**src/include/mux_ref_defines.vh**
```
// Register map, field layout and decode codes for the converter select block.
`ifndef MUX_REF_DEFINES_VH
`define MUX_REF_DEFINES_VH
`define OFF_RES_LOW      12'h078
`define OFF_RES_HIGH     12'h079
`define OFF_SELECT       12'h07C
`define OFF_IRQ_STATUS   12'h080
`define OFF_IRQ_MASK     12'h084
`define OFF_CONV_CTRL    12'h088
`define SEL_RESET        8'h00
`define SEL_WR_MASK      8'hEF
`define REF_HI           7
`define REF_LO           6
`define LADJ_BIT         5
`define CH_HI            3
`define CH_LO            0
`define REF_EXTERNAL     2'h0
`define REF_SUPPLY       2'h1
`define REF_INTERNAL     2'h3
`define CH_LAST_PIN      4'h7
`define CH_TEMP          4'h8
`define CH_BANDGAP       4'hE
`define CH_GROUND        4'hF
`define SRC_PIN          2'h0
`define SRC_TEMP         2'h1
`define SRC_BANDGAP      2'h2
`define SRC_GROUND       2'h3
`define IRQ_DONE_BIT     0
`define IRQ_DROP_BIT     1
`define IRQ_W            2
`define RES_ZERO         10'h000
`define RES_FULL_SCALE   10'h3FF
`define SHD_W            6
`define SHD_REF_HI       5
`define SHD_REF_LO       4
`define SHD_CH_HI        3
`define SHD_CH_LO        0
`define SHD_RESET        6'h00
`define CTRL_DONE_BIT    0
`define PIN_COUNT        8
`define RD_ZERO          32'h00000000
`define REF_RESERVED     2'h2
`endif

```
**src/verilog/result_formatter.v**
```verilog
// Places a 10-bit result into the high and low data bytes, right or left aligned.
`timescale 1ns/1ps
`include "mux_ref_defines.vh"
module result_formatter #(
  parameter RES_W = 10
) (
  input  wire [RES_W-1:0] result_in,   // Latched conversion result.
  input  wire             left_in,     // Left-adjust setting.
  output reg  [7:0]       high_out,    // High data byte.
  output reg  [7:0]       low_out      // Low data byte.
);
  localparam BYTE_W = 8;
  localparam PAD_W  = 2 * BYTE_W - RES_W;

  always @*
  begin
    if (left_in)
    begin
      high_out = result_in[RES_W-1:RES_W-BYTE_W];
      low_out  = {result_in[RES_W-BYTE_W-1:0], {PAD_W{1'b0}}};
    end
    else
    begin
      high_out = {{PAD_W{1'b0}}, result_in[RES_W-1:BYTE_W]};
      low_out  = result_in[BYTE_W-1:0];
    end
  end
endmodule

```
**src/verilog/adc_mux_reference_result_format.v**
```verilog
// Channel and reference select, deferred update and result formatting for the converter.
// Function
// - Result code equals input times 1024 over reference.
// - Result readable once conversion done flag high.
// - Reference field decodes external, supply, reserved, internal.
// - Selection written mid-conversion applies after completion.
// - Left-adjust bit aligns data bytes immediately.
// - Bit four reads zero always.
// - Channel field decodes pins, sensor, bandgap, ground.
// - Sensor channel enables sensor and routes it.
// - Right and left byte layouts as documented.
// - Low byte read blocks updates until high.
//
// Design decision made here: the APB interface to the registers.
`timescale 1ns/1ps
`include "mux_ref_defines.vh"
module adc_mux_reference_result_format #(
  parameter RES_W = 10
) (
  input  wire             clk_in,          // System clock, 20 MHz.
  input  wire             rst_in,          // Synchronous reset, active high.
  input  wire             ce_in,           // Clock enable, freezes state when low.
  input  wire             psel_in,         // APB select.
  input  wire             penable_in,      // APB enable.
  input  wire             pwrite_in,       // APB write.
  input  wire [11:0]      paddr_in,        // APB byte address.
  input  wire [31:0]      pwdata_in,       // APB write data.
  output wire             pready_out,      // APB ready.
  output reg  [31:0]      prdata_out,      // APB read data.
  output wire             pslverr_out,     // APB error on unmapped address.
  input  wire             conv_start_in,   // Pulse: converter starts a conversion.
  input  wire             conv_done_in,    // Pulse: converter finished a conversion.
  input  wire [RES_W-1:0] conv_result_in,  // Raw code, valid with conv_done_in.
  output wire             busy_out,        // Conversion in progress.
  output wire             done_flag_out,   // Conversion done flag.
  output wire [1:0]       ref_sel_out,     // Active reference code.
  output wire             ref_ext_out,     // External reference pin in use.
  output wire             ref_supply_out,  // Analog supply reference.
  output wire             ref_int_out,     // Internal 1.1V reference on.
  output wire             ref_reserved_out,// Reserved reference code active.
  output wire [3:0]       channel_out,     // Active channel code.
  output wire [7:0]       pin_sel_out,     // One-hot input pin select.
  output wire [1:0]       src_sel_out,     // Converter input source kind.
  output wire             temp_en_out,     // Temperature sensor enable.
  output wire             chan_reserved_out,// Reserved channel code active.
  output wire             irq_out          // Level interrupt.
);
  ////////////////////////////////////////////////////////////////////////
  // Register state.
  reg  [7:0]        select_ff;
  reg  [`SHD_W-1:0] shadow_ff;
  reg               busy_ff;
  reg               done_ff;
  reg  [RES_W-1:0]  result_ff;
  reg               lock_ff;
  reg  [`IRQ_W-1:0] irq_stat_ff;
  reg  [`IRQ_W-1:0] irq_mask_ff;

  // Next values, computed in combinational processes.
  reg  [7:0]        nxt_select;
  reg  [`SHD_W-1:0] nxt_shadow;
  reg               nxt_busy;
  reg               nxt_done;
  reg  [RES_W-1:0]  nxt_result;
  reg               nxt_lock;
  reg  [`IRQ_W-1:0] nxt_irq_stat;
  reg  [`IRQ_W-1:0] nxt_irq_mask;
  reg  [31:0]       nxt_prdata;
  reg  [1:0]        src_sel;
  reg               chan_reserved;
  reg               ref_reserved;

  // Bus decode and internal nets.
  wire              acc;
  wire              setup_rd;
  wire              wr;
  wire              rd;
  wire              hit;
  wire              wr_select;
  wire              wr_irq_stat;
  wire              wr_irq_mask;
  wire              wr_conv_ctrl;
  wire              rd_res_low;
  wire              rd_res_high;
  wire              shadow_open;
  wire              take_result;
  wire              drop_result;
  wire [7:0]        high_byte;
  wire [7:0]        low_byte;
  wire [`IRQ_W-1:0] irq_set;

  ////////////////////////////////////////////////////////////////////////
  // APB access decode. The slave answers every access at once, so a
  // transfer is taken at the first edge of its access phase.
  assign acc          = psel_in & penable_in;
  assign wr           = acc & pwrite_in & ce_in;
  assign rd           = acc & ~pwrite_in & ce_in;
  assign setup_rd     = psel_in & ~penable_in & ~pwrite_in & ce_in;
  assign hit          = (paddr_in == `OFF_RES_LOW) | (paddr_in == `OFF_RES_HIGH) |
                        (paddr_in == `OFF_SELECT) | (paddr_in == `OFF_IRQ_STATUS) |
                        (paddr_in == `OFF_IRQ_MASK) | (paddr_in == `OFF_CONV_CTRL);
  assign wr_select    = wr & (paddr_in == `OFF_SELECT);
  assign wr_irq_stat  = wr & (paddr_in == `OFF_IRQ_STATUS);
  assign wr_irq_mask  = wr & (paddr_in == `OFF_IRQ_MASK);
  assign wr_conv_ctrl = wr & (paddr_in == `OFF_CONV_CTRL);
  assign rd_res_low   = rd & (paddr_in == `OFF_RES_LOW);
  assign rd_res_high  = rd & (paddr_in == `OFF_RES_HIGH);
  assign pready_out   = 1'b1;
  assign pslverr_out  = acc & ~hit;

  ////////////////////////////////////////////////////////////////////////
  // Selection register; bit 4 is never stored, so it always reads zero.
  always @*
  begin
    nxt_select = select_ff;
    if (wr_select)
      nxt_select = pwdata_in[7:0] & `SEL_WR_MASK;
  end

  always @(posedge clk_in)
  begin
    if (rst_in)
      select_ff <= `SEL_RESET;
    else if (ce_in)
      select_ff <= nxt_select;
  end

  ////////////////////////////////////////////////////////////////////////
  // Shadow of reference and channel. It follows the written value while the
  // converter is idle and is reloaded on the completion edge, so a write made
  // during a conversion only steers the next one.
  assign shadow_open = ~busy_ff | conv_done_in;

  always @*
  begin
    nxt_shadow = shadow_ff;
    if (shadow_open)
      nxt_shadow = {nxt_select[`REF_HI:`REF_LO], nxt_select[`CH_HI:`CH_LO]};
  end

  always @(posedge clk_in)
  begin
    if (rst_in)
      shadow_ff <= `SHD_RESET;
    else if (ce_in)
      shadow_ff <= nxt_shadow;
  end

  ////////////////////////////////////////////////////////////////////////
  // Conversion in progress; a completion in the same cycle as a start wins.
  always @*
  begin
    nxt_busy = busy_ff;
    if (conv_done_in)
      nxt_busy = 1'b0;
    else if (conv_start_in)
      nxt_busy = 1'b1;
  end

  always @(posedge clk_in)
  begin
    if (rst_in)
      busy_ff <= 1'b0;
    else if (ce_in)
      busy_ff <= nxt_busy;
  end

  ////////////////////////////////////////////////////////////////////////
  // Result capture. A low byte read locks the data bytes until the high byte
  // is read, so a completion in between is dropped and only flagged.
  assign take_result = conv_done_in & ~lock_ff;
  assign drop_result = conv_done_in & lock_ff;

  always @*
  begin
    nxt_result = result_ff;
    if (take_result)
      nxt_result = conv_result_in;
  end

  always @*
  begin
    nxt_lock = lock_ff;
    if (rd_res_low)
      nxt_lock = 1'b1;
    else if (rd_res_high)
      nxt_lock = 1'b0;
  end

  always @(posedge clk_in)
  begin
    if (rst_in)
    begin
      result_ff <= `RES_ZERO;
      lock_ff   <= 1'b0;
    end
    else if (ce_in)
    begin
      result_ff <= nxt_result;
      lock_ff   <= nxt_lock;
    end
  end

  ////////////////////////////////////////////////////////////////////////
  // Done flag: set on capture, cleared by writing one; a set wins.
  always @*
  begin
    nxt_done = done_ff;
    if (take_result)
      nxt_done = 1'b1;
    else if (wr_conv_ctrl && pwdata_in[`CTRL_DONE_BIT])
      nxt_done = 1'b0;
  end

  always @(posedge clk_in)
  begin
    if (rst_in)
      done_ff <= 1'b0;
    else if (ce_in)
      done_ff <= nxt_done;
  end

  ////////////////////////////////////////////////////////////////////////
  // Data bytes follow the live left-adjust bit, not the shadow, so a change
  // of alignment shows at once even while a conversion runs.
  result_formatter #(
    .RES_W     (RES_W)
  ) result_formatter_i (
    .result_in (result_ff),
    .left_in   (select_ff[`LADJ_BIT]),
    .high_out  (high_byte),
    .low_out   (low_byte)
  );

  ////////////////////////////////////////////////////////////////////////
  // Interrupt status: completion taken and result dropped while locked.
  // An event in the cycle of a write-one clear keeps its bit set.
  assign irq_set = {drop_result, take_result};

  always @*
  begin
    nxt_irq_mask = irq_mask_ff;
    if (wr_irq_mask)
      nxt_irq_mask = pwdata_in[`IRQ_W-1:0];
  end

  always @*
  begin
    nxt_irq_stat = irq_stat_ff | irq_set;
    if (wr_irq_stat)
      nxt_irq_stat = (irq_stat_ff & ~pwdata_in[`IRQ_W-1:0]) | irq_set;
  end

  always @(posedge clk_in)
  begin
    if (rst_in)
    begin
      irq_stat_ff <= {`IRQ_W{1'b0}};
      irq_mask_ff <= {`IRQ_W{1'b0}};
    end
    else if (ce_in)
    begin
      irq_stat_ff <= nxt_irq_stat;
      irq_mask_ff <= nxt_irq_mask;
    end
  end

  assign irq_out = |(irq_stat_ff & irq_mask_ff);

  ////////////////////////////////////////////////////////////////////////
  // Read data is chosen in the setup cycle and held through the access
  // phase and afterwards, until the next read setup.
  always @*
  begin
    nxt_prdata = `RD_ZERO;
    case (paddr_in)
      `OFF_RES_LOW:    nxt_prdata = {24'h000000, low_byte};
      `OFF_RES_HIGH:   nxt_prdata = {24'h000000, high_byte};
      `OFF_SELECT:     nxt_prdata = {24'h000000, select_ff};
      `OFF_IRQ_STATUS: nxt_prdata = {30'h0, irq_stat_ff};
      `OFF_IRQ_MASK:   nxt_prdata = {30'h0, irq_mask_ff};
      `OFF_CONV_CTRL:  nxt_prdata = {30'h0, busy_ff, done_ff};
      default:         nxt_prdata = `RD_ZERO;
    endcase
  end

  always @(posedge clk_in)
  begin
    if (rst_in)
      prdata_out <= `RD_ZERO;
    else if (setup_rd)
      prdata_out <= nxt_prdata;
  end

  ////////////////////////////////////////////////////////////////////////
  // Reference decode from the shadow copy.
  assign ref_sel_out      = shadow_ff[`SHD_REF_HI:`SHD_REF_LO];
  assign channel_out      = shadow_ff[`SHD_CH_HI:`SHD_CH_LO];

  always @*
  begin
    ref_reserved = 1'b0;
    case (ref_sel_out)
      `REF_EXTERNAL: ref_reserved = 1'b0;
      `REF_SUPPLY:   ref_reserved = 1'b0;
      `REF_INTERNAL: ref_reserved = 1'b0;
      default:       ref_reserved = 1'b1;
    endcase
  end

  assign ref_ext_out      = (ref_sel_out == `REF_EXTERNAL);
  assign ref_supply_out   = (ref_sel_out == `REF_SUPPLY);
  assign ref_int_out      = (ref_sel_out == `REF_INTERNAL);
  assign ref_reserved_out = ref_reserved;

  ////////////////////////////////////////////////////////////////////////
  // Channel decode from the shadow copy. Reserved codes route to ground so
  // the converter never samples a floating node.
  genvar g;
  generate
    for (g = 0; g < `PIN_COUNT; g = g + 1)
    begin : g_pin
      assign pin_sel_out[g] = ({28'h0000000, channel_out} == g);
    end
  endgenerate

  always @*
  begin
    src_sel       = `SRC_GROUND;
    chan_reserved = 1'b0;
    if (channel_out <= `CH_LAST_PIN)
      src_sel = `SRC_PIN;
    else if (channel_out == `CH_TEMP)
      src_sel = `SRC_TEMP;
    else if (channel_out == `CH_BANDGAP)
      src_sel = `SRC_BANDGAP;
    else if (channel_out == `CH_GROUND)
      src_sel = `SRC_GROUND;
    else
      chan_reserved = 1'b1;
  end

  assign src_sel_out       = src_sel;
  assign temp_en_out       = (channel_out == `CH_TEMP);
  assign chan_reserved_out = chan_reserved;

  ////////////////////////////////////////////////////////////////////////
  // Status outputs.
  assign busy_out          = busy_ff;
  assign done_flag_out     = done_ff;
endmodule

```
**config.mk**
```make
export PLATFORM = sky130hd
export DESIGN_NAME = adc_mux_reference_result_format
export DESIGN_NICKNAME = d
export VERILOG_FILES = /design/src/verilog/result_formatter.v /design/src/verilog/adc_mux_reference_result_format.v
export VERILOG_INCLUDE_DIRS = /design/src /design/src/include
export SDC_FILE = /design/constraint.sdc
export NUM_CORES = 1
export LEC_CHECK = 0
export ABC_AREA = 1
export BUFFER_PORTS_ARGS = -buffer_cell sky130_fd_sc_hd__buf_4
export CAP_MARGIN = 5
export CORE_UTILIZATION = 41
export CTS_CLUSTER_DIAMETER = 40
export DETAILED_ROUTE_END_ITERATION = 10
export PLACE_DENSITY = 0.84
export SLEW_MARGIN = 40
export SYNTH_ARGS = -nofsm -noshare
export SYNTH_HDL_FRONTEND = slang
export SYNTH_HIERARCHICAL = 1
export SYNTH_SLANG_ARGS = --single-unit
```
**constraint.sdc**
```tcl
create_clock -name clk_in -period 0.95 [get_ports clk_in]
set_input_delay 0.095 -clock clk_in [delete_from_list [all_inputs] [get_ports clk_in]]
set_output_delay 0.095 -clock clk_in [all_outputs]
set_load 0.05 [all_outputs]
```
==> results of run 1 <==
[logic make-up (layout without fill, tap and decap cells)]
kind of cell	count (synthesis)	count (layout)	synth area share [%]
AO/OA/AOI/OAI	50	50	10.9
buffers and inverters	91	184	19.8
flip-flops	38	38	32.1
other	2	25	0.317
AND/OR/NAND/NOR	194	194	36.9
[sequential cells by signal, summed over array words and instances, names as in the netlist]
| signal | cells |
|---|---|
| result_ff | 10 |
| prdata_out | 8 |
| select_ff | 7 |
| shadow_ff | 6 |
| irq_mask_ff | 2 |
| irq_stat_ff | 2 |
| busy_out | 1 |
| done_flag_out | 1 |
| lock_ff | 1 |
[cells in the mapped netlist (2+ instances only)]
master,n
nor3_1,6
nand4_1,12
inv_1,50
a21oi_1,22
nor2_1,58
dfxtp_1,38
nand2_2,7
nand3_1,30
conb_1,2
nor2_4,3
o21ai_0,25
buf_4,27
clkbuf_1,6
inv_2,2
buf_2,2
nand2_1,74
[report_power, final]
group	total, mW	switching (mW)	leakage (nW)	internal [mW]
Combinational	1.52	0.962	1.68	0.558
Sequential	1.71	0.0731	0.317	1.64
Clock	1.40	0.628	0.0579	0.774
[critical path: stages (launching register included)]
cell	delay, ns
dfxtp_4	0.39
clkinvlp_4	0.17
buf_6	0.17
nor3_4	0.22
buf_6	0.20
[per-stage QoR]
stage | worst slack (ns) | util, % | instances | power [mW] | hold slack [ns]
floorplan | -0.585 | - | 398 | 2.60 | 0.230
CTS | -0.526 | 70.3 | 557 | 4.44 | 0.0202
detailed placement | -0.300 | 61.5 | 539 | 2.94 | 0.324
global route | -0.634 | 77.1 | 563 | 4.78 | 0.0318
finish | -0.589 | 77.1 | 563 | 4.64 | 0.0198
global placement | -0.277 | 61.5 | 539 | 2.92 | 0.317
[final timing paths]
kind / start / to / slack, ns / cells past startpoint
min reg2reg: irq_mask_ff[0] / irq_mask_ff[0] / 0.47 / 2
max: shadow_ff[3] / chan_reserved_out / -0.59 / 4
min: conv_result_in[9] / result_ff[9] / 0.02 / 3
max reg2reg: select_ff[5] / prdata_out[7] / -0.31 / 7
[per-layer routing]
metal | vias to the layer above | part of all wire, % | global-route usage (%)
li1 | 1371 | - | -
met1 | 1403 | 38 | 31.0
met2 | 167 | 52 | 47.7
met3 | 38 | 6.7 | 5.47
met4 | 0 | 3.8 | 11.9
met5 | - | 0 | 0
[final cells by class]
cell class / instances / area (um2) / area share [%]
Clock buffer: 5 / 68.8 / 1.61
Timing Repair Buffer: 122 / 1250 / 29.4
Clock inverter: 3 / 40.0 / 0.937
Multi-Input combinational cell: 269 / 1770 / 41.3
Sequential cell: 38 / 793 / 18.6
Inverter: 54 / 262 / 6.12
Tap cell: 72 / 90.1 / 2.11
[timing repair]
item	CTS	global route
pin swaps	31	48
hold endpoints to repair	0	0
gates resized for setup	85	98
gates cloned	1	0
setup endpoints to repair	46	67
setup buffers	9	6
hold buffers	0	0
==> run_results.csv, run 1 <==
group,metric,value,unit
run_status,status,"complete, but fails checks",
run_status,violations,"setup timing",
grt,grt_pass1_wl,12800,um
synthesis,synth_cell_types,27,
drt,drcViolationCount,0,
power_and_ir_drop,p_per_area,1080,nW/um2
timing,setup_viol,49,
grt,antenna_found_initial,0,
clock_tree,clockBufferDepth,2,
synthesis,synth-seq-cells,38,
synthesis,synth.cell_area,2370,um2
synthesis,synth_top_area_cell,"dfxtp_1",
worst_hold_path,hold_class,"in -> reg",
synthesis,async_flop_share,0,%
timing,worst_slack,-0.589,ns
power_and_ir_drop,peakVddDrop,0.000776,V
floorplan,initial_core_util,42.8,%
clock_tree,cts_buffers,5,
floorplan,io_pins,121,
drt,ant_nets,0,
floorplan,dieArea,6090,um2
drt,wire_per_inst,16.6,um
synthesis,syn_inst,375,
synthesis,ys_warn_count,6,
flow_run,max_cap_violations,0,
placed_design,place_area,3410,um2
grt,grt_max_degree,22,
final_layout,final_common_cell,"buf_4",
synthesis,synth_top_area_share,32.1,%
synthesis,synth_edf_count,0,
synthesis,avgSynthCellArea,6.32,um2
final_layout,n_antenna_cell,0,
floorplan,coreArea,5540,um2
placed_design,hpwlAfterDp,5100,um
synthesis,synth_area_leaders,"dfxtp_1 32%, nand2_1 12%, nor2_1 9.2%",
clock_tree,cts_tree,"done",
timing,final_max_slew_viol_count,0,
timing,clock.fmax,650,MHz
worst_setup_path,path_class,"reg -> out",
floorplan,die_y,78.0,um
final_layout,drive_gt1_share,53.4,%
clock_tree,worstSkewPairLatency,0.31,ns
clock_tree,h-tree-depth,2,
drt,drtIter0Drc,234,
placed_design,place.gp.congestion,0.871,
worst_setup_path,cp-end-kind,"output port",
power_and_ir_drop,p_leak,2.05,nW
synthesis,yosysSeqAreaShare,32.1,%
final_layout,synthToLayoutAreaGrowth,80.4,%
final_layout,finalInstanceArea,4270,um2
grt,grt_pass1_vias,2724,
grt,grt.total_usage,26.8,%
worst_setup_path,crit_required,0.85,ns
timing,rsz0062_at_grt,"true",
placed_design,io_buffers,70,
timing,fin_crit_sh,162,%
worst_setup_path,crit_arrival,1.44,ns
timing,fin_tns_setup,-9.11,ns
drt,viasPerCell,5.29,
clock_tree,cts_root_buf,"clkbuf_8",
timing,skew,0.0186,ns
worst_setup_path,start_kind,"flop",
drt,firstDrtPassIters,5,
timing,hold_viol_final,0,
timing,layout_min_cycle_time,1.54,ns
synthesis,ys.flop_type,"dfxtp_1",
clock_tree,clkTransAtPathRegs,0.09,ns
floorplan,core.rowCount,27,
final_layout,fillers,348,
floorplan,die_w,78.0,um
clock_tree,clkSinkCount,38,
drt,wl,9330,um
final_layout,final_nets,552,
drt,vias,2979,
worst_setup_path,critPathMaxFanout,4,
final_layout,final_cell_mix,"65 x buf_4, 40 x nand2_1, 35 x nor2_1, 35 x buf_6, 33 x inv_1",
grt,grt-ovfl-total,0,
Note: power is estimated with default switching activity, not from simulation.
==> run 2: changes to the inputs <==
ABC_AREA = 0   (was 1)
PLACE_DENSITY = 0.85   (was 0.84)
==> run_results.csv, run 2 <==
group,metric,value,unit
power_and_ir_drop,p_leak,1.75,nW
drt,drtIter0Drc,207,
drt,firstDrtPassIters,5,
drt,wl_met1,3380,um
power_and_ir_drop,pwr-share-comb,34.4,%
timing,setup_viol,59,
final_layout,regMostFlops,"result_ff",
timing,hold_viol_final,0,
synthesis,synth.cell_area,2270,um2
worst_setup_path,rrSetupSlack,-0.60,ns
timing,rsz0062_at_grt,"true",
grt,antenna_found_initial,0,
synthesis,ys.flop_type,"dfxtp_1",
final_layout,multi_input_area,1720,um2
drt,drcViolationCount,0,
timing,worst_slack,-0.630,ns
drt,met2_length,4490,um
synthesis,synth_most_common_cell,"dfxtp_1",
final_layout,largest_register_ffs,10,
timing,final_max_slew_viol_count,0,
final_layout,utilization,78.6,%
worst_setup_path,critPathMaxFanout,5,
final_layout,final_nets,470,
power_and_ir_drop,clkPwrFrac,25.7,%
synthesis,synth_cell_types,47,
synthesis,ys_warn_count,6,
worst_setup_path,cp-end-kind,"flop",
worst_setup_path,crit_arrival,1.79,ns
worst_setup_path,crit_required,1.16,ns
clock_tree,h-tree-depth,2,
synthesis,netlist_top_cells_count,"38 x dfxtp_1, 29 x nor2_1, 26 x nand2_1, 25 x buf_4, 19 x a21oi_1",
final_layout,fillers,289,
worst_hold_path,hold_class,"in -> reg",
worst_hold_path,hp-start,"conv_result_in[5]",
drt,vias,2636,
power_and_ir_drop,power_frac_seq,39.9,%
worst_hold_path,whs_endpoint,"result_ff[5]",
final_layout,largestRegisters,"result_ff x10, prdata_out x8, select_ff x7",
clock_tree,cts_buffers,5,
floorplan,die_w,76.4,um
final_layout,n_antenna_cell,0,
final_layout,final_common_cell,"buf_4",
grt,grt-ovfl-total,0,
grt,grt_pass1_vias,2614,
synthesis,async_flop_share,0,%
grt,grt_pass1_wl,13000,um
synthesis,synth-seq-cells,38,
clock_tree,clkTransAtPathRegs,0.08,ns
synthesis,yosysSeqAreaShare,33.6,%
final_layout,final_cells,479,
power_and_ir_drop,peakVddDrop,0.000800,V
worst_setup_path,r2r_cells,6,
clock_tree,clkSinkCount,38,
drt,ant_nets,0,
worst_hold_path,holdPathStages,3,
final_layout,seqCellArea,796,um2
final_layout,synthToLayoutAreaGrowth,80.4,%
worst_setup_path,r2r-end,"prdata_out[4]",
floorplan,coreArea,5200,um2
placed_design,placed_cells,453,
final_layout,final_cell_mix,"86 x buf_4, 45 x buf_6, 26 x dfxtp_1",
clock_tree,cts_tree,"done",
worst_setup_path,path_class,"in -> reg",
drt,wl,8730,um
flow_run,max_cap_violations,0,
synthesis,synth_area_leaders,"dfxtp_1 34%, buf_4 8.3%, nor2_1 4.8%",
clock_tree,clockBufferDepth,2,
power_and_ir_drop,p_per_area,1040,nW/um2
synthesis,synth_top_area_share,33.6,%
final_layout,drive_gt1_share,57.2,%
timing,skew,0.00634,ns
drt,viasPerCell,5.50,
timing,hold-worst-slack,0.0455,ns
floorplan,die_y,76.4,um
floorplan,dieArea,5830,um2
timing,clock.fmax,633,MHz
power_and_ir_drop,p_sw,1.53,mW
worst_setup_path,start_kind,"primary input",
floorplan,initial_core_util,43.6,%
worst_setup_path,rr_startpoint,"select_ff[5]",
worst_setup_path,path_cells,"buf_6 -> or4_4 -> buf_4 -> buf_6 -> or4_1 -> a21oi_1",
floorplan,core.rowCount,26,
run_status,violations,"setup timing",
grt,grt.total_usage,28.1,%
drt,wire_per_inst,18.2,um
power_and_ir_drop,swShare,36.0,%
floorplan,io_pins,121,
drt,top_layer,"met4",
clock_tree,cts_root_buf,"clkbuf_8",
synthesis,synth_top_area_cell,"dfxtp_1",
worst_setup_path,critPathBufInv,3,
worst_setup_path,crit_top_cell,"buf_6",
worst_setup_path,max_stage_delay,0.57,ns
drt,route.met3.wl,543,um
worst_setup_path,cp_slowest_cell,"or4_4",
power_and_ir_drop,intPower,2.72,mW
run_status,status,"complete, but fails checks",
placed_design,place.gp.congestion,0.847,
synthesis,synth_edf_count,0,
grt,grt_max_degree,39,
placed_design,dp_worst_setup_slack,-0.869,ns
worst_setup_path,cp_top_family,"simple AND/OR/NAND/NOR gates",
placed_design,io_buffers,70,
timing,layout_min_cycle_time,1.58,ns
timing,fin_crit_sh,166,%
placed_design,hpwlAfterDp,4840,um
synthesis,syn_inst,274,
clock_tree,worstSkewPairLatency,0.29,ns
synthesis,avgSynthCellArea,8.27,um2
-- run 2: worst register-to-register path: stages (launching register included) --
cell       delay (ns)
dfxtp_4          0.39
buf_6            0.12
and2_1           0.12
inv_1            0.05
a2bb2oi_1        0.16
or4_1            0.45
a21oi_1          0.19
-- run 2: what timing repair did --
item	in CTS	in global routing
buffers inserted	8	9
gates resized for setup	95	33
hold buffers	0	0
pin swaps	15	17
gates cloned	0	1
endpoints found under the setup margin	63	68
-- run 2: stage by stage --
step	area [um2]	total power [mW]	setup TNS (ns)
floorplan	2580	2.57	-23.10
global placement	3330	2.88	-21.99
detailed placement	3330	2.91	-22.95
CTS	3870	4.11	-20.55
global route	4090	4.40	-24.69
finish	4090	4.25	-21.90
-- run 2: cell type report --
cell class	instances	share of cell area (%)
tap	70	2.14
inverter	7	0.643
sequential	38	19.5
multi-input combinational	210	42.0
clock buffer	6	1.77
clock inverter	2	0.214
timing repair buffer	146	33.8
-- run 2: power groups by stage --
stage	combinational [mW]	clock [mW]	sequential, mW
after CTS	1.35	1.07	1.69
after floorplan	0.747	0	1.83
after global placement	1.16	0	1.72
after global routing	1.52	1.18	1.70
after detailed placement	1.18	0	1.72
final	1.46	1.09	1.70
-- run 2: how the worst max path moves through the flow --
stage	cells past startpoint	endpoint	from
after floorplan	4	chan_reserved_out	shadow_ff[2]
after global placement	5	irq_stat_ff[1]	paddr_in[4]
after detailed placement	5	irq_stat_ff[0]	paddr_in[4]
after CTS	6	pslverr_out	paddr_in[10]
after global routing	7	prdata_out[1]	paddr_in[10]
final	6	prdata_out[4]	paddr_in[10]
-- run 2: cell families after synthesis --
kind of cell / share of synthesized area (%)
simple gates: 27.1
compound gates: 16.7
buf+inv: 13.2
flops: 33.6
mux: 9.11
other cells: 0.331
-- run 2: layer usage --
layer / vias up / GRT usage (%)
met5: - / 0
met4: 0 / 10.2
met3: 31 / 4.43
met2: 163 / 50.7
met1: 1256 / 33.4
li1: 1186 / -
==> run 3: changes to the inputs <==
CORE_UTILIZATION = 40   (was 41)
HOLD_SLACK_MARGIN = 0.05   (was default)
PLACE_DENSITY = 0.84   (was 0.85)
SKIP_CTS_REPAIR_TIMING = 1   (was default)
SYNTH_HIERARCHICAL = default   (was 1)
==> run_results.csv, run 3 <==
group,metric,value,unit
run_status,status,"complete, but fails checks",
run_status,violations,"setup timing",
floorplan,die_w,76.2,um
placed_design,place_area,3380,um2
drt,vias,2671,
timing,tightest_slew,0.535,ns
synthesis,synth-compound-area-share,20.6,%
timing,rsz0062_at_grt,"true",
worst_setup_path,rrSetupSlack,-0.54,ns
clock_tree,cts_tree,"done",
timing,final_max_slew_viol_count,0,
drt,wire_per_inst,18.8,um
synthesis,synth_cell_types,47,
final_layout,utilization,77.8,%
synthesis,netlist_top_cells_count,"38 x dfxtp_1, 27 x a21oi_1, 27 x nand2_1, 26 x buf_4, 19 x nor2_1",
worst_setup_path,critPathMaxFanout,4,
placed_design,placed_cells,450,
synthesis,avgSynthCellArea,8.34,um2
drt,drcViolationCount,0,
worst_hold_path,holdPathStages,3,
timing,clock.fmax,628,MHz
clock_tree,clockBufferDepth,2,
clock_tree,clkTransAtPathRegs,0.07,ns
final_layout,regMostFlops,"result_ff",
grt,grt_pass1_wl,11400,um
floorplan,dieArea,5800,um2
grt,antenna_found_initial,0,
worst_setup_path,r2r-end,"prdata_out[5]",
final_layout,largestRegisters,"result_ff x10, prdata_out x8, select_ff x7",
clock_tree,h-tree-depth,2,
placed_design,place.gp.congestion,0.894,
drt,drtIter0Drc,302,
synthesis,synth_top_family_by_area,"simple AND/OR/NAND/NOR gates",
timing,skew,0.00802,ns
final_layout,synthToLayoutAreaGrowth,84.0,%
synthesis,synth_adder_area_share,0,%
final_layout,fillers,307,
synthesis,synthSimpleGateAreaFrac,26.5,%
timing,setup_viol,53,
placed_design,io_buffers,70,
worst_setup_path,cp-end-kind,"flop",
synthesis,syn_inst,264,
synthesis,async_flop_share,0,%
final_layout,drive_gt1_share,55.6,%
power_and_ir_drop,p_leak,1.67,nW
worst_setup_path,path_class,"in -> reg",
final_layout,final_cell_mix,"87 x buf_4, 45 x buf_6, 26 x nand2_1",
floorplan,die_y,76.2,um
worst_setup_path,rr_startpoint,"select_ff[5]",
synthesis,synth_top_area_cell,"dfxtp_1",
final_layout,final_nets,466,
clock_tree,cts_root_buf,"clkbuf_8",
synthesis,synth_top_area_share,34.6,%
synthesis,synthMuxAreaShare,5.12,%
final_layout,finalInstanceArea,4050,um2
final_layout,n_antenna_cell,0,
grt,grt_pass1_vias,2430,
floorplan,core.rowCount,26,
placed_design,hpwlAfterDp,5380,um
worst_setup_path,endpoint,"irq_mask_ff[0]",
floorplan,io_pins,121,
timing,fin_crit_sh,168,%
worst_setup_path,crit_arrival,1.81,ns
timing,layout_min_cycle_time,1.59,ns
synthesis,synth-seq-cells,38,
clock_tree,cts_buffers,5,
power_and_ir_drop,peakVddDrop,0.000925,V
grt,grt.total_usage,24.7,%
worst_setup_path,r2r_cells,5,
worst_setup_path,crit_required,1.17,ns
synthesis,yosysSeqAreaShare,34.6,%
timing,hold_viol_final,0,
timing,worst_slack,-0.644,ns
synthesis,synth_xor_area_share,0,%
synthesis,ys.flop_type,"dfxtp_1",
synthesis,synth_area_leaders,"dfxtp_1 35%, buf_4 8.9%, a21oi_1 6.1%",
drt,firstDrtPassIters,5,
clock_tree,clkSinkCount,38,
clock_tree,worstSkewPairLatency,0.30,ns
timing,hold-worst-slack,0.0424,ns
drt,viasPerCell,5.62,
grt,grt_max_degree,19,
drt,ant_nets,0,
final_layout,largest_register_ffs,10,
final_layout,final_cells,475,
flow_run,max_cap_violations,0,
grt,grt-ovfl-total,0,
timing,relSlewSlack,64.3,%
timing,fin_tns_setup,-19.42,ns
worst_hold_path,hold_class,"in -> reg",
floorplan,coreArea,5200,um2
synthesis,ys_warn_count,0,
worst_setup_path,crit_start,"paddr_in[5]",
synthesis,synth_most_common_cell,"dfxtp_1",
floorplan,initial_core_util,42.3,%
synthesis,synth.cell_area,2200,um2
drt,wl,8930,um
final_layout,final_common_cell,"buf_4",
synthesis,synth_edf_count,0,
power_and_ir_drop,p_per_area,1030,nW/um2
worst_setup_path,start_kind,"primary input",
[run 3: cell count changes in the layout (fill, tap and decap cells not counted), moves of 5 or more]
cell / delta
a211oi_2: -5
a21oi_1: +7
and2_1: -7
mux2_4: -5
nor2_1: -11
nor2b_1: -7
nor3_1: -5
o21ai_0: +10
o21ai_1: +8
[run 3: through the flow]
stage          setup slack (ns)  total power [mW]
6_report                 -0.644              4.18
2_1_floorplan            -0.921              2.52
3_5_place_dp             -0.833              2.88
5_1_grt                  -0.685              4.32
3_3_place_gp             -0.760              2.85
4_1_cts                  -0.647              3.96
[run 3: layout make-up]
type	count	area, um2	share of cell area, %
multi-input cells	205	1640	40.5
repair buffers	150	1430	35.2
flip-flops and latches	38	797	19.7
well taps	70	87.6	2.16
clock buffers	5	68.8	1.70
clock inverters	3	16.3	0.402
inverters	4	15.0	0.371
[run 3: routing by layer]
metal  wire, um  track usage (%)  vias up
met4        449             9.23        0
met5          0                0        -
met3        628             4.55       52
li1           -                -     1188
met1       3430             30.8     1270
met2       4430             42.3      161
[run 3: worst max-delay path, cell delays in order]
cell and delay, ns:
buf_6 0.09, or4b_4 0.57, buf_6 0.14, buf_6 0.12, nor4b_4 0.43, nand4_1 0.19
a21oi_1 0.19
[run 3: kinds of logic after synthesis]
| kind of cell | Yosys count |
|---|---|
| DFF | 38 |
| AOI/OAI and AO/OA | 70 |
| other | 2 |
| muxes | 11 |
| and+or+nand+nor | 98 |
| buffers and inverters | 45 |
[run 3: where the power goes]
part	switching (mW)	total, mW	internal, mW
Combinational	0.834	1.40	0.562
Sequential	0.0577	1.69	1.63
Clock	0.597	1.10	0.502
[run 3: how the worst min path moves through the flow]
stage / startpoint / to / slack (ns)
after global routing: conv_result_in[9] / result_ff[9] / 0.05
final: conv_result_in[1] / result_ff[1] / 0.04
after global placement: conv_done_in / busy_out / 0.32
after detailed placement: conv_done_in / busy_out / 0.32
after floorplan: conv_done_in / busy_out / 0.20
after CTS: conv_done_in / busy_out / 0.01
